[config.mk]
export PLATFORM = sky130hd
export DESIGN_NAME = bct_exec
export DESIGN_NICKNAME = d
export VERILOG_FILES = /design/src/pkg/bct_pkg.sv /design/src/rtl/bct_cond.sv /design/src/rtl/bct_exec.sv
export SDC_FILE = /design/constraint.sdc
export NUM_CORES = 1
export LEC_CHECK = 0
export ABC_AREA = 1
export BUFFER_PORTS_ARGS = -buffer_cell sky130_fd_sc_hd__buf_2
export CAP_MARGIN = 25
export CORE_MARGIN = 8
export CORE_UTILIZATION = 40
export DETAILED_ROUTE_END_ITERATION = 7
export SYNTH_ARGS = -nofsm -noshare
export SYNTH_HDL_FRONTEND = slang
export SYNTH_HIERARCHICAL = 1
export SYNTH_SLANG_ARGS = --single-unit
[constraint.sdc]
create_clock -name CORE_CLK -period 2.84 [get_ports CORE_CLK]
set_input_delay 0.284 -clock CORE_CLK [delete_from_list [all_inputs] [get_ports CORE_CLK]]
set_output_delay 0.284 -clock CORE_CLK [all_outputs]
set_load 0.05 [all_outputs]
[src/pkg/bct_pkg.sv]
// Package of constants and types for the branch and flag-test execution block
package bct_pkg;

  // ****************************************************************
  // Opcodes
  // ****************************************************************
  localparam logic [7:0] OP_BR_NIBBLE_CARRY_SET = 8'h29;
  localparam logic [7:0] OP_BR_UNSIGNED_GREATER = 8'h22;
  localparam logic [7:0] OP_BR_UNSIGNED_NOT_LESS = 8'h24;
  localparam logic [7:0] OP_BR_UNSIGNED_LESS = 8'h25;
  localparam logic [7:0] OP_BR_EXT_INT_HIGH = 8'h2f;
  localparam logic [7:0] OP_BR_EXT_INT_LOW = 8'h2e;
  localparam logic [7:0] OP_BR_SIGNED_NOT_GREATER = 8'h93;
  localparam logic [7:0] OP_AND_TEST_IMM = 8'ha5;
  localparam logic [7:0] OP_AND_TEST_DIR = 8'hb5;
  localparam logic [7:0] OP_AND_TEST_EXT = 8'hc5;
  localparam logic [7:0] OP_AND_TEST_IX2 = 8'hd5;
  localparam logic [7:0] OP_AND_TEST_IX1 = 8'he5;
  localparam logic [7:0] OP_AND_TEST_IX = 8'hf5;
  localparam logic [7:0] OP_PREBYTE = 8'h9e;
  localparam logic [7:0] OP_AND_TEST_SP2 = 8'hd5;
  localparam logic [7:0] OP_AND_TEST_SP1 = 8'he5;

  // ****************************************************************
  // Cycle counts and program counter step
  // ****************************************************************
  localparam logic [2:0] CYC_BRANCH = 3'h3;
  localparam logic [2:0] CYC_IMM = 3'h2;
  localparam logic [2:0] CYC_DIR = 3'h3;
  localparam logic [2:0] CYC_EXT = 3'h4;
  localparam logic [2:0] CYC_IX2 = 3'h4;
  localparam logic [2:0] CYC_IX1 = 3'h3;
  localparam logic [2:0] CYC_IX = 3'h2;
  localparam logic [2:0] CYC_SP2 = 3'h5;
  localparam logic [2:0] CYC_SP1 = 3'h4;
  localparam logic [15:0] PC_BRANCH_STEP = 16'h0002;

  // ****************************************************************
  // Flag positions and reset values
  // ****************************************************************
  localparam int FLAG_C = 0;
  localparam int FLAG_Z = 1;
  localparam int FLAG_N = 2;
  localparam int FLAG_I = 3;
  localparam int FLAG_H = 4;
  localparam int FLAG_V = 7;
  localparam logic [7:0] FLAGS_RESET = 8'h60;
  localparam logic [15:0] PC_RESET = 16'h0000;
  localparam logic [7:0] ACC_RESET = 8'h00;

  typedef struct packed {
    logic       valid;
    logic       prebyte;
    logic [7:0] opcode;
    logic [7:0] operand;
    logic [15:0] pc;
  } bct_instr_t;

  typedef struct packed {
    logic       done;
    logic       taken;
    logic [15:0] next_pc;
    logic [7:0] flags;
  } bct_result_t;

endpackage

[src/rtl/bct_cond.sv]
// Branch condition evaluator for the relative branch group
`timescale 1ns/10ps
module bct_cond
  import bct_pkg::*;
(
  input  wire logic [7:0] opcode,
  input  wire logic [7:0] flags,
  input  wire logic       ext_int_pin,
  output logic            is_branch,
  output logic            cond_true
);

  always_comb
  begin
    is_branch = 1'b1;
    cond_true = 1'b0;
    case (opcode)
      OP_BR_NIBBLE_CARRY_SET:   cond_true = flags[FLAG_H];
      OP_BR_UNSIGNED_GREATER:   cond_true = !(flags[FLAG_C] | flags[FLAG_Z]);
      OP_BR_UNSIGNED_NOT_LESS:  cond_true = !flags[FLAG_C];
      OP_BR_EXT_INT_HIGH:       cond_true = ext_int_pin;
      OP_BR_EXT_INT_LOW:        cond_true = !ext_int_pin;
      OP_BR_SIGNED_NOT_GREATER:
        cond_true = flags[FLAG_Z] | (flags[FLAG_N] ^ flags[FLAG_V]);
      OP_BR_UNSIGNED_LESS:      cond_true = flags[FLAG_C];
      default:                  is_branch = 1'b0;
    endcase
  end

endmodule

[src/rtl/bct_exec.sv]
// Execution unit for conditional relative branches and the AND flag test
`timescale 1ns/10ps
module bct_exec
  import bct_pkg::*;
(
  input  wire logic        CORE_CLK,
  input  wire logic        RST,
  input  wire bct_instr_t  INSTR,
  input  wire logic [7:0]  MEM_OPERAND,
  input  wire logic [7:0]  ACC,
  input  wire logic [7:0]  FLAGS_IN,
  input  wire logic        EXT_INT_PIN,
  output logic             READY,
  output logic             ILLEGAL,
  output bct_result_t      RESULT
);

  // ****************************************************************
  // Types and state
  // ****************************************************************
  typedef enum logic [1:0] {ST_IDLE, ST_BUSY} bct_state_t;

  bct_state_t  state_q;
  bct_state_t  state_d;
  logic [2:0]  cnt_q;
  logic [2:0]  cnt_d;
  bct_result_t res_q;
  bct_result_t pend_q;
  bct_result_t pend_d;
  logic        is_branch;
  logic        cond_true;
  logic [2:0]  and_cycles;
  logic        is_and;
  logic        accept;
  logic        is_rel;
  logic        reject;
  logic        last_cycle;

  // ****************************************************************
  // Helpers
  // ****************************************************************
  function automatic logic [15:0] branch_target(input logic [15:0] pc, input logic [7:0] rel);
    branch_target = pc + PC_BRANCH_STEP + {{8{rel[7]}}, rel};
  endfunction

  function automatic logic [7:0] and_flags(input logic [7:0] f, input logic [7:0] a,
                                           input logic [7:0] m);
    logic [7:0] r;
    r = a & m;
    and_flags = f;
    and_flags[FLAG_V] = 1'b0;
    and_flags[FLAG_N] = r[7];
    and_flags[FLAG_Z] = (r == 8'h00);
  endfunction

  // ****************************************************************
  // Decode
  // ****************************************************************
  bct_cond u_cond (
    .opcode      (INSTR.opcode),
    .flags       (FLAGS_IN),
    .ext_int_pin (EXT_INT_PIN),
    .is_branch   (is_branch),
    .cond_true   (cond_true)
  );

  always_comb
  begin
    is_and = 1'b1;
    and_cycles = CYC_IMM;
    if (INSTR.prebyte)
    begin
      case (INSTR.opcode)
        OP_AND_TEST_SP2: and_cycles = CYC_SP2;
        OP_AND_TEST_SP1: and_cycles = CYC_SP1;
        default:         is_and = 1'b0;
      endcase
    end
    else
    begin
      case (INSTR.opcode)
        OP_AND_TEST_IMM: and_cycles = CYC_IMM;
        OP_AND_TEST_DIR: and_cycles = CYC_DIR;
        OP_AND_TEST_EXT: and_cycles = CYC_EXT;
        OP_AND_TEST_IX2: and_cycles = CYC_IX2;
        OP_AND_TEST_IX1: and_cycles = CYC_IX1;
        OP_AND_TEST_IX:  and_cycles = CYC_IX;
        default:         is_and = 1'b0;
      endcase
    end
  end

  // ****************************************************************
  // Handshake
  // ****************************************************************
  // Prebyte is never a branch, so gate the branch decode with it
  assign is_rel = is_branch && !INSTR.prebyte;
  assign READY = (state_q == ST_IDLE);
  assign accept = READY && INSTR.valid && (is_rel || is_and);
  assign reject = READY && INSTR.valid && !accept;
  // Shared by the sequencer and the result pulse
  assign last_cycle = (state_q == ST_BUSY) && (cnt_q == 3'h1);

  // ****************************************************************
  // Sequencing
  // ****************************************************************
  always_comb
  begin
    state_d = state_q;
    cnt_d = cnt_q;
    pend_d = pend_q;
    case (state_q)
      ST_IDLE:
      begin
        if (accept)
        begin
          state_d = ST_BUSY;
          pend_d.done = 1'b1;
          if (is_rel)
          begin
            cnt_d = CYC_BRANCH - 3'h1;
            pend_d.taken = cond_true;
            pend_d.flags = FLAGS_IN;
            pend_d.next_pc = cond_true ? branch_target(INSTR.pc, INSTR.operand)
                                       : INSTR.pc + PC_BRANCH_STEP;
          end
          else
          begin
            cnt_d = and_cycles - 3'h1;
            pend_d.taken = 1'b0;
            // Only the flags leave this unit, ACC and memory stay untouched
            pend_d.flags = and_flags(FLAGS_IN, ACC, MEM_OPERAND);
            pend_d.next_pc = INSTR.pc;
          end
        end
      end
      ST_BUSY:
      begin
        cnt_d = cnt_q - 3'h1;
        if (last_cycle)
          state_d = ST_IDLE;
      end
      default:
        state_d = ST_IDLE;
    endcase
  end

  // ****************************************************************
  // Registers
  // ****************************************************************
  always_ff @(posedge CORE_CLK or posedge RST)
  begin
    if (RST)
      state_q <= ST_IDLE;
    else
      state_q <= state_d;
  end

  // Counter holds the cycles still left of the current instruction
  always_ff @(posedge CORE_CLK or posedge RST)
  begin
    if (RST)
      cnt_q <= 3'h0;
    else
      cnt_q <= cnt_d;
  end

  // Operands are latched at accept, so later input changes cannot leak in
  always_ff @(posedge CORE_CLK or posedge RST)
  begin
    if (RST)
      pend_q <= '{done: 1'b0, taken: 1'b0, next_pc: PC_RESET, flags: FLAGS_RESET};
    else
      pend_q <= pend_d;
  end

  // ****************************************************************
  // Outputs
  // ****************************************************************
  // Result is a one-cycle pulse, the other fields hold until the next one
  always_ff @(posedge CORE_CLK or posedge RST)
  begin
    if (RST)
      res_q <= '{done: 1'b0, taken: 1'b0, next_pc: PC_RESET, flags: FLAGS_RESET};
    else
    begin
      res_q.done <= last_cycle;
      if (last_cycle)
      begin
        res_q.taken <= pend_q.taken;
        res_q.next_pc <= pend_q.next_pc;
        res_q.flags <= pend_q.flags;
      end
    end
  end

  // Unknown opcodes are flagged so the surrounding core can hand them on
  always_ff @(posedge CORE_CLK or posedge RST)
  begin
    if (RST)
      ILLEGAL <= 1'b0;
    else
      ILLEGAL <= reject;
  end

  assign RESULT = res_q;

endmodule

# --- Word level (Yosys, flattened, before mapping) ---
# Cells that the tools add are included.
totals:
  ff_bits: 57
  in_bits: 61
  out_inout_bits: 28
  elab_cells: 73
classes:
  add_sub_neg: 4
  n_eq_ne: 17
  muxes: 16
  bitwise_logic: 4
  reduce_logical: 22
ops:
  columns: ["cell", "count"]
  rows:
  - ["$eq A8 B8 Y1 const B", 7]
  - ["$eq A8 B6 Y1 const B", 6]
  - ["$mux W25", 1]
  - ["$pmux W3 S2", 3]
  - ["$add A16 B16 Y16", 1]
  - ["$add A16 B2 Y16 const B", 1]
  - ["$mux W16", 1]
  - ["$mux W3", 3]
  - ["$and A8 B8 Y8", 1]
  - ["$logic_not A8 Y1", 1]
  - ["$pmux W1 S7", 1]
  - ["$reduce_or A7 Y1", 1]
  - ["$reduce_and A2 Y1", 3]
  - ["$reduce_or A2 Y1", 3]
  - ["$reduce_or A6 Y1", 1]
  - ["$sub A3 B1 Y3 const B", 2]
  - ["$logic_and A1 B1 Y1", 5]
  - ["$logic_not A1 Y1", 5]
  - ["$mux W1", 4]
  - ["$mux W2", 2]
  - ["$pmux W2 S2", 1]
  - ["$eq A3 B1 Y1 const B", 1]
  - ["$eq A2 B1 Y1 const B", 1]
  - ["$logic_not A2 Y1", 1]
  - ["6 further kinds", 7]

# --- Logic depth before layout (Yosys ltp) ---
# Gate-level depths: netlist of the first run.
depth:
  word_depth: 8
  ltp_mapped: 21
  ltp_nobuf: 21

# --- Cells and area by module ---
# The synthesis of the first run kept the hierarchy.
by_module_without_submodules:
  columns: ["module", "instances", "cells_per_inst", "area_per_inst_um2", "seq_area_each_um2"]
  rows:
  - ["bct_exec", 1, 550, 3907.5, 1406.3]
  - ["bct_cond", 1, 60, 267.8, 0.0]

# --- Worst setup path before layout of the first run ---
# Ideal clock, no wire load.
synth_timing:
  kind: "input -> register"
  start: "in INSTR[1] in the netlist's numbering"
  end: "reg pend_q[23] in the netlist's numbering"
  setup_time_ns: 0.116
  t_arrival_ns: 2.084
  required_ns: 2.724
  path_slack_ns: 0.639
  stages: 19
  path_buffers: 0
  cell_sequence: "ha_1 -> nand2_1 -> nor2_2 -> nand3_1 -> xor2_1 -> inv_1 -> ha_1 -> nand2_1 -> inv_1 -> nand2_1 -> nand2_1 -> a21oi_1 -> nand2_1 -> nand2_1 -> nand3_1 -> nand2_1 -> nand3_1 -> nand2_1 -> nand2_1"
synth_via:
  elab_chain_len: 4
synth_lines:
  columns: ["element", "line", "source"]
  rows:
  - ["from (decl)", "bct_exec.sv:8", "input wire bct_instr_t INSTR,"]
  - ["$add A16 B2 Y16 *", "bct_exec.sv:43, bct_exec.sv:125", null]
  - ["$add A16 B16 Y16", "bct_exec.sv:43", "branch_target = pc + PC_BRANCH_STEP + {{8{rel[7]}}, rel};"]
  - ["$mux W16 *", "bct_exec.sv:124", "pend_d.next_pc = cond_true ? branch_target(INSTR.pc, INSTR.operand)"]
  - ["$mux W25 *", "bct_exec.sv:119", "if (is_rel)"]
  - ["to (signal assigned)", "bct_exec.sv:172", "pend_q <= '{done: 1'b0, taken: 1'b0, next_pc: PC_RESET, flags: FLAGS_RESET};"]
  - ["to (signal assigned)", "bct_exec.sv:174", "pend_q <= pend_d;"]
  - ["to (decl)", "bct_exec.sv:28", "bct_result_t pend_q;"]
# Mark *: on every way between the ends. The rest lies on a longest branch, timed or not.
# A chain may end at the register's enable or synchronous reset.

# --- Final worst setup path of the first run ---
layout_timing:
  start: "in INSTR[1] in the netlist's numbering"
  end: "reg pend_q[15] in the netlist's numbering"
# Same word-level chain as after synthesis.

==> impl_metrics.xml, run 1 <==
<?xml version="1.0" encoding="UTF-8"?>
<metrics>
  <group name="route">
    <metric name="drt-total-wl" unit="um">11200</metric>
    <metric name="detail_route.drc_violations" unit="">0</metric>
    <metric name="drtAntennaViolNets" unit="">0</metric>
    <metric name="via_count" unit="">4059</metric>
    <metric name="drtIter0Drc" unit="">188</metric>
    <metric name="post_drt_via_cell_ratio" unit="">4.87</metric>
    <metric name="detail_route.first_pass.iterations" unit="">4</metric>
    <metric name="routedWlPerCell" unit="um">13.5</metric>
  </group>
  <group name="cts">
    <metric name="clock_tree.htree_level_count" unit="">2</metric>
    <metric name="clk_pin_slew_worst_paths" unit="ps">100</metric>
    <metric name="cts_tree" unit="">done</metric>
    <metric name="ctsResizeCount" unit="">0</metric>
    <metric name="cts_post_setup_buffers_inserted" unit="">0</metric>
    <metric name="clock_sink_count" unit="">56</metric>
    <metric name="clock-root-buffer" unit="">sky130_fd_sc_hd__clkbuf_8</metric>
    <metric name="tritoncts.num_buffers" unit="">5</metric>
    <metric name="worst_skew_late_latency" unit="ps">310</metric>
    <metric name="cts_buffer_depth" unit="">2</metric>
  </group>
  <group name="synth">
    <metric name="synth_enable_flop_cells" unit="">0</metric>
    <metric name="postSynth.asyncResetShare" unit="%">100</metric>
    <metric name="instance_count_of_the_mapped_netlist" unit="">610</metric>
    <metric name="synth_top_area_share" unit="%">31.2</metric>
    <metric name="synth.avg_cell_area" unit="um2">6.84</metric>
    <metric name="seq_area_frac_synth" unit="%">33.7</metric>
    <metric name="post_synth_instance_area" unit="um2">4180</metric>
    <metric name="post-synth-top-area-cell" unit="">sky130_fd_sc_hd__dfrtp_1</metric>
    <metric name="mappedNetlistNets" unit="">694</metric>
    <metric name="yosys_warnings" unit="">6</metric>
    <metric name="synth.ff_latch_count" unit="">56</metric>
    <metric name="synthDistinctLibCells" unit="">41</metric>
    <metric name="ys_top_cells_by_area" unit="">sky130_fd_sc_hd__dfrtp_1 (31%), sky130_fd_sc_hd__nand2_1 (19%), sky130_fd_sc_hd__ha_1 (6.6%)</metric>
    <metric name="synthFlopType" unit="">sky130_fd_sc_hd__dfrtp_1</metric>
  </group>
  <group name="sta">
    <metric name="period_utilization" unit="%">84.0</metric>
    <metric name="slew_headroom" unit="%">58.8</metric>
    <metric name="timing.clock.skew" unit="ps">8.75</metric>
    <metric name="hold_viol_final" unit="">0</metric>
    <metric name="final.min_clock_period" unit="ps">2390</metric>
    <metric name="rsz0062_at_grt" unit="">false</metric>
    <metric name="fin_setup_tns" unit="ps">0</metric>
    <metric name="layout_setup_ws" unit="ps">454</metric>
    <metric name="timing.final.setup_violations" unit="">0</metric>
    <metric name="timing_worst_slew_pin_value" unit="ps">618</metric>
    <metric name="max_slew_vio_count" unit="">0</metric>
    <metric name="max_clock_freq" unit="GHz">0.419</metric>
  </group>
  <group name="setup_path">
    <metric name="worst_r2r_path_depth" unit="">7</metric>
    <metric name="worst-endpoint-arrival" unit="ps">2570</metric>
    <metric name="critPathLaunch" unit="">INSTR[1]</metric>
    <metric name="worst-setup-path-type" unit="">input port to flop</metric>
    <metric name="critical_path_required" unit="ps">3020</metric>
    <metric name="critical_path.reg2reg.startpoint" unit="">cnt_q[1]</metric>
    <metric name="timing.critical_path.to_type" unit="">flop</metric>
    <metric name="regToRegSetupSlack" unit="ps">1130</metric>
    <metric name="cp_max_fo" unit="">5</metric>
    <metric name="critical_path.endpoint" unit="">pend_q[15]</metric>
    <metric name="startpoint_type" unit="">input port</metric>
    <metric name="critical_path.reg2reg.endpoint" unit="">RESULT[23]</metric>
  </group>
  <group name="place">
    <metric name="port_buffers" unit="">88</metric>
    <metric name="dp.final_hpwl" unit="um">9030</metric>
    <metric name="dp_worst_setup_slack" unit="ps">172</metric>
    <metric name="globalplace.congestion" unit="">0.912</metric>
  </group>
  <group name="outcome">
    <metric name="outcome" unit="">finished clean</metric>
  </group>
  <group name="job">
    <metric name="cap_viol_max_count" unit="">0</metric>
  </group>
  <group name="die">
    <metric name="fp.dieH" unit="um">118</metric>
    <metric name="die_w" unit="um">118</metric>
    <metric name="fp.coreArea" unit="um2">10200</metric>
    <metric name="io_pins" unit="">89</metric>
    <metric name="row_count" unit="">37</metric>
    <metric name="initial_cell_density_of_the_core" unit="%">40.8</metric>
    <metric name="dieArea" unit="um2">14000</metric>
  </group>
  <group name="global_route">
    <metric name="grt_max_degree" unit="">33</metric>
    <metric name="grt_pass1_wl" unit="um">19400</metric>
    <metric name="first_global_vias" unit="">4108</metric>
    <metric name="antenna_found_initial" unit="">0</metric>
    <metric name="gr-total-overflow" unit="">0</metric>
    <metric name="global_route.usage.total" unit="%">16.4</metric>
  </group>
  <group name="finish">
    <metric name="diodes" unit="">0</metric>
    <metric name="layout.cells.most_common_list" unit="">sky130_fd_sc_hd__nand2_1 (206), sky130_fd_sc_hd__buf_2 (88), sky130_fd_sc_hd__inv_1 (70), sky130_fd_sc_hd__dfrtp_1 (52), sky130_fd_sc_hd__nor2_1 (52)</metric>
    <metric name="most_common_cell_after_layout_fill_and_taps_aside" unit="">sky130_fd_sc_hd__nand2_1</metric>
    <metric name="area_delta_synth_final" unit="%">16.3</metric>
    <metric name="final_layout_size_suffix_gt1_share" unit="%">20.8</metric>
    <metric name="nets" unit="">780</metric>
    <metric name="fillCellCount" unit="">1089</metric>
  </group>
  <group name="hold_path">
    <metric name="depth_of_the_worst_hold_timing_path" unit="">3</metric>
    <metric name="holdCritPathClass" unit="">input port to flop</metric>
  </group>
  <group name="pwr">
    <metric name="pwr_dens" unit="nW/um2">752</metric>
    <metric name="vdd_ir_drop_max" unit="uV">535</metric>
    <metric name="p_leak" unit="nW">2.65</metric>
  </group>
</metrics>
==> area by class of cell <==
class	count	area, um2	area share (%)
Multi-Input combinational cell	461	2380	49.0
Sequential cell	56	1410	29.0
Timing Repair Buffer	94	488	10.0
Inverter	78	298	6.13
Tap cell	136	170	3.50
Clock buffer	5	68.8	1.42
Clock inverter	3	46.3	0.953
==> report_power, final <==
group	internal (W)	switching [W]	leakage [nW]
Clock	0.000266	0.000265	0.0548
Combinational	0.000489	0.00127	1.92
Sequential	0.00117	0.000196	0.682
Total	0.00193	0.00173	2.65
==> critical path, stage by stage <==
cell,delay (ps)
sky130_fd_sc_hd__buf_2,110
sky130_fd_sc_hd__ha_1,200
sky130_fd_sc_hd__nand2_1,90
sky130_fd_sc_hd__nor2_2,200
sky130_fd_sc_hd__xor2_1,220
sky130_fd_sc_hd__inv_1,100
sky130_fd_sc_hd__ha_1,340
sky130_fd_sc_hd__nand2_1,130
sky130_fd_sc_hd__inv_1,50
sky130_fd_sc_hd__a21oi_1,130
sky130_fd_sc_hd__nand2_1,140
sky130_fd_sc_hd__a21oi_1,150
sky130_fd_sc_hd__o21ai_0,120
sky130_fd_sc_hd__a22oi_1,230
sky130_fd_sc_hd__o21ai_1,90
==> registers in the layout (all words and copies together) (netlist names) <==
register	cells
pend_q	25
state_q	1
RESULT	26
cnt_q	3
ILLEGAL	1
==> how the worst min path moves through the flow <==
stage,startpoint,endpoint,slack (ps)
floorplan,FLAGS_IN[5],pend_q[5],380
global route,FLAGS_IN[6],pend_q[6],170
global placement,RST,RESULT[3],250
CTS,FLAGS_IN[5],pend_q[5],160
finish,FLAGS_IN[5],pend_q[5],170
detailed placement,RST,RESULT[4],260
==> routing by layer <==
layer | routed length (um) | GRT usage, % | up-vias | part of all wire, %
li1 | - | - | 2126 | -
met1 | 5530 | 22.2 | 1835 | 49
met2 | 5100 | 26.7 | 85 | 46
met3 | 400 | 1.90 | 13 | 3.6
met4 | 176 | 4.96 | 0 | 1.6
met5 | 0 | 0 | - | 0
==> what timing repair did <==
item,4_1_cts,5_1_grt
endpoints found under the hold margin,10,0
hold buffers,1,0
endpoints found under the setup margin,0,0
==> cell usage after synthesis, types with 11 or more instances <==
cell / number
sky130_fd_sc_hd__nand2_1: 206
sky130_fd_sc_hd__inv_1: 71
sky130_fd_sc_hd__dfrtp_1: 52
sky130_fd_sc_hd__nor2_1: 52
sky130_fd_sc_hd__nand3_1: 37
sky130_fd_sc_hd__o21ai_0: 29
sky130_fd_sc_hd__a21oi_1: 26
sky130_fd_sc_hd__ha_1: 22
sky130_fd_sc_hd__o21ai_1: 16
sky130_fd_sc_hd__a21oi_2: 12
sky130_fd_sc_hd__xor2_1: 11
==> cell families (layout without fill, tap and decap cells) <==
| family | Yosys count | after routing | share of synthesized area [%] |
|---|---|---|---|
| adders and majority gates | 23 | 23 | 7.07 |
| buffers and inverters | 93 | 180 | 9.35 |
| AOI/OAI and AO/OA | 98 | 98 | 13.8 |
| xor gates and xnor gates | 12 | 12 | 2.52 |
| DFF | 56 | 56 | 33.7 |
| and+or+nand+nor | 328 | 328 | 33.6 |
==> stage by stage <==
| stage | hold slack [ps] | util [%] | cells | total power [W] | area (um2) |
|---|---|---|---|---|---|
| 6_report | 173 | 47.5 | 833 | 0.00365 | 4860 |
| 5_1_grt | 173 | 47.5 | 833 | 0.00395 | 4860 |
| 4_1_cts | 160 | 47.5 | 833 | 0.00370 | 4860 |
| 3_5_place_dp | 263 | 46.2 | 824 | 0.00315 | 4730 |
| 3_3_place_gp | 254 | 46.2 | 824 | 0.00311 | 4730 |
| 2_1_floorplan | 382 | - | 610 | 0.00270 | 4180 |
(Power assumes the default switching activity.)
==> inputs of run 2 (changes only) <==
clock period = 2.3 ns   (was 2.84 ns; I/O delays follow)
==> run 2 against run 1 <==
Against the previous run: total power is 27% higher; combinational power up 29%; cell count grew 5.3%; flip-flop and latch count unchanged; count of clock-buffer cells in the layout grew 1; sequential power increased by 23%; largest cell class unchanged; largest power group unchanged; highest routed layer unchanged.
==> impl_metrics.xml, run 2 (synthesis results as in run 1) <==
<?xml version="1.0" encoding="UTF-8"?>
<metrics>
  <group name="setup_path">
    <metric name="worst-setup-path-type" unit="">input port to flop</metric>
    <metric name="timing.critical_path.to_type" unit="">flop</metric>
    <metric name="critical_path.max_stage_delay" unit="ps">330</metric>
    <metric name="crit_chain" unit="">buf_2 &gt; ha_4 &gt; nand2_1 &gt; nor2_4 &gt; xor2_1 &gt; inv_1 &gt; ha_1 &gt; nand2_1 &gt; inv_1 &gt; a21oi_1 &gt; nand2_1 &gt; a21oi_1 &gt; o21ai_0 &gt; a22oi_1 &gt; o21ai_1</metric>
    <metric name="timing.critical_path.slowest_stage_cell" unit="">sky130_fd_sc_hd__ha_1</metric>
    <metric name="startpoint_type" unit="">input port</metric>
    <metric name="critical_path_required" unit="ps">2500</metric>
    <metric name="cp_max_fo" unit="">5</metric>
    <metric name="cpMostUsedCell" unit="">sky130_fd_sc_hd__nand2_1</metric>
    <metric name="worst-endpoint-arrival" unit="ps">2450</metric>
  </group>
  <group name="cts">
    <metric name="cts_tree" unit="">done</metric>
    <metric name="cts_post_setup_buffers_inserted" unit="">0</metric>
    <metric name="clock_tree.htree_level_count" unit="">2</metric>
    <metric name="tritoncts.num_buffers" unit="">5</metric>
    <metric name="clock_sink_count" unit="">56</metric>
    <metric name="clock-root-buffer" unit="">sky130_fd_sc_hd__clkbuf_8</metric>
    <metric name="cts_buffer_depth" unit="">2</metric>
    <metric name="clk_pin_slew_worst_paths" unit="ps">100</metric>
    <metric name="worst_skew_late_latency" unit="ps">310</metric>
  </group>
  <group name="finish">
    <metric name="largest_register_ffs" unit="">26</metric>
    <metric name="final_layout_size_suffix_gt1_share" unit="%">28.2</metric>
    <metric name="most_common_cell_after_layout_fill_and_taps_aside" unit="">sky130_fd_sc_hd__nand2_1</metric>
    <metric name="area_delta_synth_final" unit="%">28.0</metric>
    <metric name="diodes" unit="">0</metric>
    <metric name="fillCellCount" unit="">1019</metric>
    <metric name="layout.core_utilization" unit="%">52.2</metric>
    <metric name="layout.cells.most_common_list" unit="">sky130_fd_sc_hd__nand2_1 (202), sky130_fd_sc_hd__buf_2 (87), sky130_fd_sc_hd__inv_1 (70), sky130_fd_sc_hd__dfrtp_1 (52), sky130_fd_sc_hd__nor2_1 (52)</metric>
    <metric name="nets" unit="">824</metric>
  </group>
  <group name="sta">
    <metric name="timing.clock.skew" unit="ps">5.64</metric>
    <metric name="timing_worst_slew_pin_value" unit="ps">631</metric>
    <metric name="final.min_clock_period" unit="ps">2250</metric>
    <metric name="hold_slack" unit="ps">118</metric>
    <metric name="max_clock_freq" unit="GHz">0.444</metric>
    <metric name="max_slew_vio_count" unit="">0</metric>
    <metric name="slew_headroom" unit="%">57.9</metric>
    <metric name="layout_setup_ws" unit="ps">49.9</metric>
    <metric name="timing.final.setup_violations" unit="">0</metric>
    <metric name="rsz0062_at_grt" unit="">true</metric>
    <metric name="hold_viol_final" unit="">0</metric>
    <metric name="period_utilization" unit="%">97.8</metric>
  </group>
  <group name="route">
    <metric name="routedWlPerCell" unit="um">13.5</metric>
    <metric name="drt-total-wl" unit="um">11800</metric>
    <metric name="drtAntennaViolNets" unit="">0</metric>
    <metric name="detail_route.drc_violations" unit="">0</metric>
    <metric name="drtIter0Drc" unit="">259</metric>
    <metric name="post_drt_via_cell_ratio" unit="">4.76</metric>
    <metric name="via_count" unit="">4175</metric>
    <metric name="detail_route.first_pass.iterations" unit="">5</metric>
  </group>
  <group name="pwr">
    <metric name="p_leak" unit="nW">2.89</metric>
    <metric name="pwr_dens" unit="nW/um2">868</metric>
    <metric name="vdd_ir_drop_max" unit="uV">566</metric>
  </group>
  <group name="die">
    <metric name="initial_cell_density_of_the_core" unit="%">40.8</metric>
    <metric name="row_count" unit="">37</metric>
    <metric name="dieArea" unit="um2">14000</metric>
    <metric name="fp.coreArea" unit="um2">10200</metric>
    <metric name="die_w" unit="um">118</metric>
    <metric name="fp.dieH" unit="um">118</metric>
    <metric name="io_pins" unit="">89</metric>
  </group>
  <group name="place">
    <metric name="dp.final_hpwl" unit="um">9500</metric>
    <metric name="globalplace.congestion" unit="">0.877</metric>
    <metric name="port_buffers" unit="">88</metric>
    <metric name="dp_worst_setup_slack" unit="ps">-327</metric>
  </group>
  <group name="outcome">
    <metric name="outcome" unit="">finished clean</metric>
  </group>
  <group name="global_route">
    <metric name="gr-total-overflow" unit="">0</metric>
    <metric name="antenna_found_initial" unit="">0</metric>
    <metric name="first_global_vias" unit="">4227</metric>
    <metric name="grt_pass1_wl" unit="um">20100</metric>
    <metric name="global_route.usage.total" unit="%">17.0</metric>
    <metric name="grt_max_degree" unit="">32</metric>
  </group>
  <group name="job">
    <metric name="cap_viol_max_count" unit="">0</metric>
  </group>
  <group name="hold_path">
    <metric name="holdCritPathClass" unit="">input port to flop</metric>
  </group>
</metrics>
run 2: cell types whose count changed in the layout (fill, tap and decap cells not counted), moves of 4 or more:
cell	before	now
sky130_fd_sc_hd__a21oi_1	26	21
sky130_fd_sc_hd__a21oi_2	12	17
sky130_fd_sc_hd__buf_4	5	49
sky130_fd_sc_hd__ha_1	22	17
sky130_fd_sc_hd__ha_4	0	5
sky130_fd_sc_hd__nand2_1	206	202
sky130_fd_sc_hd__nand2_2	5	9
run 2: path summary, 6_finish.rpt:
path	start	to	depth (start not counted)	slack (ps)
setup / recovery	INSTR[2]	pend_q[15]	15	50
hold / removal	FLAGS_IN[6]	pend_q[6]	3	120
setup reg to reg	state_q[0]	cnt_q[0]	5	790
hold reg to reg	pend_q[9]	RESULT[9]	2	480
max in group asynchronous	RST	RESULT[0]	4	1130
min in group asynchronous	RST	pend_q[3]	3	520
run 2: power by group:
part	leakage (nW)	switching, W	internal (W)
Clock	0.0614	0.000320	0.000356
Sequential	0.682	0.000249	0.00145
Combinational	2.14	0.00159	0.000676
run 2: per-stage QoR:
step	instances	cell area [um2]	power, W	setup TNS (ps)
floorplan	610	4180	0.00333	0
global placement	868	5070	0.00391	-1630
detailed placement	868	5070	0.00396	-1910
CTS	877	5210	0.00465	0
global route	877	5350	0.00501	-316
finish	877	5350	0.00464	0
run 2: area by class of cell:
class	instances	area (um2)	area share, %
multi-input combinational	461	2520	47.1
inverter	78	298	5.57
clock buffer	6	82.6	1.54
timing repair buffer	138	833	15.6
tap	136	170	3.18
clock inverter	2	38.8	0.726
sequential	56	1410	26.3
run 2: repair_timing:
action | CTS | global route
hold buffers | 1 | 0
resized for setup | 1 | 27
gates cloned | 0 | 0
endpoints found under the hold margin | 22 | 0
setup endpoints to repair | 1 | 9
pin swaps | 0 | 13
run 2: critical path, delay by kind of cell:
family                   cells  cell delay, ps
AND/OR/NAND/NOR              4             510
adder cells (fa/ha/maj)      2             470
XOR/XNOR                     1             200
AO/OA/AOI/OAI                5             760
buffers and inverters        3             270
run 2: metal layers:
layer	GRT usage, %	vias to the layer above	routed length, um
met5	0	-	0
met4	4.56	0	157
met3	1.86	13	370
met2	28.5	77	5650
met1	22.7	1877	5630
li1	-	2208	-
==> inputs of run 3 (changes only) <==
CORE_UTILIZATION = 35   (was 40)
PLACE_DENSITY = 0.53   (was default)
==> run 3 against run 2 <==
Against the previous run: cell area rose by 4.0%; wire length increased by 3.7%; clock power increased by 27%; flip-flop and latch count unchanged; first-iteration DRC count fell by 11%; cell count is 1.7% higher; total power is 4.7% higher; count of clock-buffer cells in the layout unchanged; critical path type unchanged; largest cell class unchanged; highest routed layer unchanged.
==> impl_metrics.xml, run 3 (synthesis results as in run 1) <==
<?xml version="1.0" encoding="UTF-8"?>
<metrics>
  <group name="global_route">
    <metric name="antenna_found_initial" unit="">0</metric>
    <metric name="first_global_vias" unit="">4154</metric>
    <metric name="global_route.usage.total" unit="%">15.7</metric>
    <metric name="gr-total-overflow" unit="">0</metric>
    <metric name="grt_pass1_wl" unit="um">20500</metric>
    <metric name="grt_max_degree" unit="">33</metric>
  </group>
  <group name="finish">
    <metric name="post_layout_instance_count_excluding_filler_cells" unit="">892</metric>
    <metric name="largest_register_ffs" unit="">26</metric>
    <metric name="most_common_cell_after_layout_fill_and_taps_aside" unit="">sky130_fd_sc_hd__nand2_1</metric>
    <metric name="final_layout_size_suffix_gt1_share" unit="%">31.7</metric>
    <metric name="nets" unit="">828</metric>
    <metric name="diodes" unit="">0</metric>
    <metric name="area_delta_synth_final" unit="%">33.1</metric>
    <metric name="fillCellCount" unit="">1274</metric>
    <metric name="layout.core_utilization" unit="%">47.1</metric>
    <metric name="layout.cells.most_common_list" unit="">sky130_fd_sc_hd__nand2_1 (195), sky130_fd_sc_hd__buf_2 (86), sky130_fd_sc_hd__inv_1 (68), sky130_fd_sc_hd__buf_4 (53), sky130_fd_sc_hd__dfrtp_1 (52)</metric>
  </group>
  <group name="setup_path">
    <metric name="startpoint_type" unit="">input port</metric>
    <metric name="crit_chain" unit="">buf_8 &gt; ha_4 &gt; nand2_4 &gt; nor2_4 &gt; buf_6 &gt; nand2_4 &gt; xor2_2 &gt; ha_1 &gt; nand2_1 &gt; inv_2 &gt; nand3_4 &gt; nand3b_1 &gt; nand3_1 &gt; nand2_1 &gt; o21ai_2 &gt; a21oi_2</metric>
    <metric name="critical_path_required" unit="ps">2480</metric>
    <metric name="timing.critical_path.slowest_stage_cell" unit="">sky130_fd_sc_hd__ha_1</metric>
    <metric name="cpLargestDelayFamily" unit="">simple AND/OR/NAND/NOR gates</metric>
    <metric name="critical_path_buf_inv_count" unit="">3</metric>
    <metric name="cp_max_fo" unit="">5</metric>
    <metric name="critical_path.max_stage_delay" unit="ps">340</metric>
    <metric name="worst-endpoint-arrival" unit="ps">2390</metric>
    <metric name="worst-setup-path-type" unit="">input port to flop</metric>
    <metric name="timing.critical_path.to_type" unit="">flop</metric>
  </group>
  <group name="sta">
    <metric name="max_clock_freq" unit="GHz">0.452</metric>
    <metric name="final.min_clock_period" unit="ps">2210</metric>
    <metric name="max_slew_vio_count" unit="">0</metric>
    <metric name="timing_worst_slew_pin_value" unit="ps">658</metric>
    <metric name="rsz0062_at_grt" unit="">true</metric>
    <metric name="slew_headroom" unit="%">56.1</metric>
    <metric name="hold_viol_final" unit="">0</metric>
    <metric name="timing.clock.skew" unit="ps">4.35</metric>
    <metric name="period_utilization" unit="%">96.3</metric>
    <metric name="fin_setup_tns" unit="ps">0</metric>
    <metric name="timing.final.setup_violations" unit="">0</metric>
  </group>
  <group name="die">
    <metric name="dieArea" unit="um2">15700</metric>
    <metric name="io_pins" unit="">89</metric>
    <metric name="row_count" unit="">40</metric>
    <metric name="fp.dieH" unit="um">125</metric>
    <metric name="initial_cell_density_of_the_core" unit="%">35.3</metric>
    <metric name="fp.coreArea" unit="um2">11800</metric>
    <metric name="die_w" unit="um">125</metric>
  </group>
  <group name="cts">
    <metric name="cts_tree" unit="">done</metric>
    <metric name="clock-root-buffer" unit="">sky130_fd_sc_hd__clkbuf_16</metric>
    <metric name="cts_hold_buf" unit="">0</metric>
    <metric name="tritoncts.num_buffers" unit="">5</metric>
    <metric name="clock_tree.htree_level_count" unit="">2</metric>
    <metric name="clk_pin_slew_worst_paths" unit="ps">70</metric>
    <metric name="worst_skew_late_latency" unit="ps">290</metric>
    <metric name="cts_buffer_depth" unit="">2</metric>
    <metric name="clock_sink_count" unit="">56</metric>
  </group>
  <group name="place">
    <metric name="dp.final_hpwl" unit="um">9940</metric>
    <metric name="globalplace.congestion" unit="">0.874</metric>
    <metric name="port_buffers" unit="">88</metric>
    <metric name="dp.cells" unit="">880</metric>
  </group>
  <group name="route">
    <metric name="detail_route.first_pass.iterations" unit="">5</metric>
    <metric name="drt-total-wl" unit="um">12200</metric>
    <metric name="routedWlPerCell" unit="um">13.7</metric>
    <metric name="post_drt_via_cell_ratio" unit="">4.71</metric>
    <metric name="via_count" unit="">4203</metric>
    <metric name="drtIter0Drc" unit="">230</metric>
    <metric name="drtAntennaViolNets" unit="">0</metric>
    <metric name="detail_route.drc_violations" unit="">0</metric>
  </group>
  <group name="pwr">
    <metric name="pwr_dens" unit="nW/um2">874</metric>
    <metric name="p_leak" unit="nW">2.95</metric>
    <metric name="vdd_ir_drop_max" unit="uV">427</metric>
  </group>
  <group name="outcome">
    <metric name="outcome" unit="">finished clean</metric>
  </group>
  <group name="hold_path">
    <metric name="holdCritPathClass" unit="">input port to asynchronous set/reset pin</metric>
  </group>
  <group name="job">
    <metric name="cap_viol_max_count" unit="">0</metric>
  </group>
</metrics>
run 3: final timing paths:
| kind | from | to | slack, ps | depth (start not counted) |
|---|---|---|---|---|
| setup / recovery | INSTR[2] | pend_q[21] | 90 | 16 |
| hold / removal | RST | RESULT[3] | 20 | 2 |
| setup reg to reg | state_q[0] | pend_q[18] | 770 | 5 |
| hold reg to reg | RESULT[24] | RESULT[24] | 470 | 2 |
| max in group asynchronous | RST | pend_q[17] | 1630 | 3 |
| min in group CORE_CLK | FLAGS_IN[5] | pend_q[5] | 140 | 3 |
run 3: layout make-up:
type / instances / area [um2] / area share, %
Timing Repair Buffer: 142 / 870 / 15.6
Multi-Input combinational cell: 461 / 2630 / 47.4
Tap cell: 147 / 184 / 3.31
Clock buffer: 6 / 129 / 2.32
Sequential cell: 56 / 1410 / 25.3
Inverter: 78 / 298 / 5.36
Clock inverter: 2 / 38.8 / 0.698
run 3: routing by layer:
layer | vias up | routed length [um] | global-route usage, %
met5 | - | 0 | 0
met4 | 0 | 193 | 5.95
met3 | 13 | 457 | 1.49
met2 | 90 | 5580 | 24.8
met1 | 1887 | 6020 | 21.8
li1 | 2213 | - | -
run 3: stage by stage:
step           hold slack [ps]  cell area, um2  setup slack (ps)  total power, W
5_1_grt                   78.0            5560             -86.2         0.00523
3_5_place_dp               364            5080              -380         0.00397
4_1_cts                   41.5            5260              10.3         0.00485
6_report                  23.8            5560              86.1         0.00486
3_3_place_gp               356            5080              -327         0.00394
2_1_floorplan              328            4180               153         0.00333
run 3: repair_timing:
action	4_1_cts	5_1_grt
gates resized for setup	1	61
endpoints found under the setup margin	4	10
setup buffers	0	4
pin swaps	0	16
gates cloned	0	0
run 3: where the power goes:
group	internal (W)	switching, W	leakage (nW)	total, W
registers	0.00145	0.000241	0.682	0.00169
clock network	0.000518	0.000338	0.0815	0.000857
logic	0.000697	0.00162	2.19	0.00231
total	0.00266	0.00220	2.95	0.00486
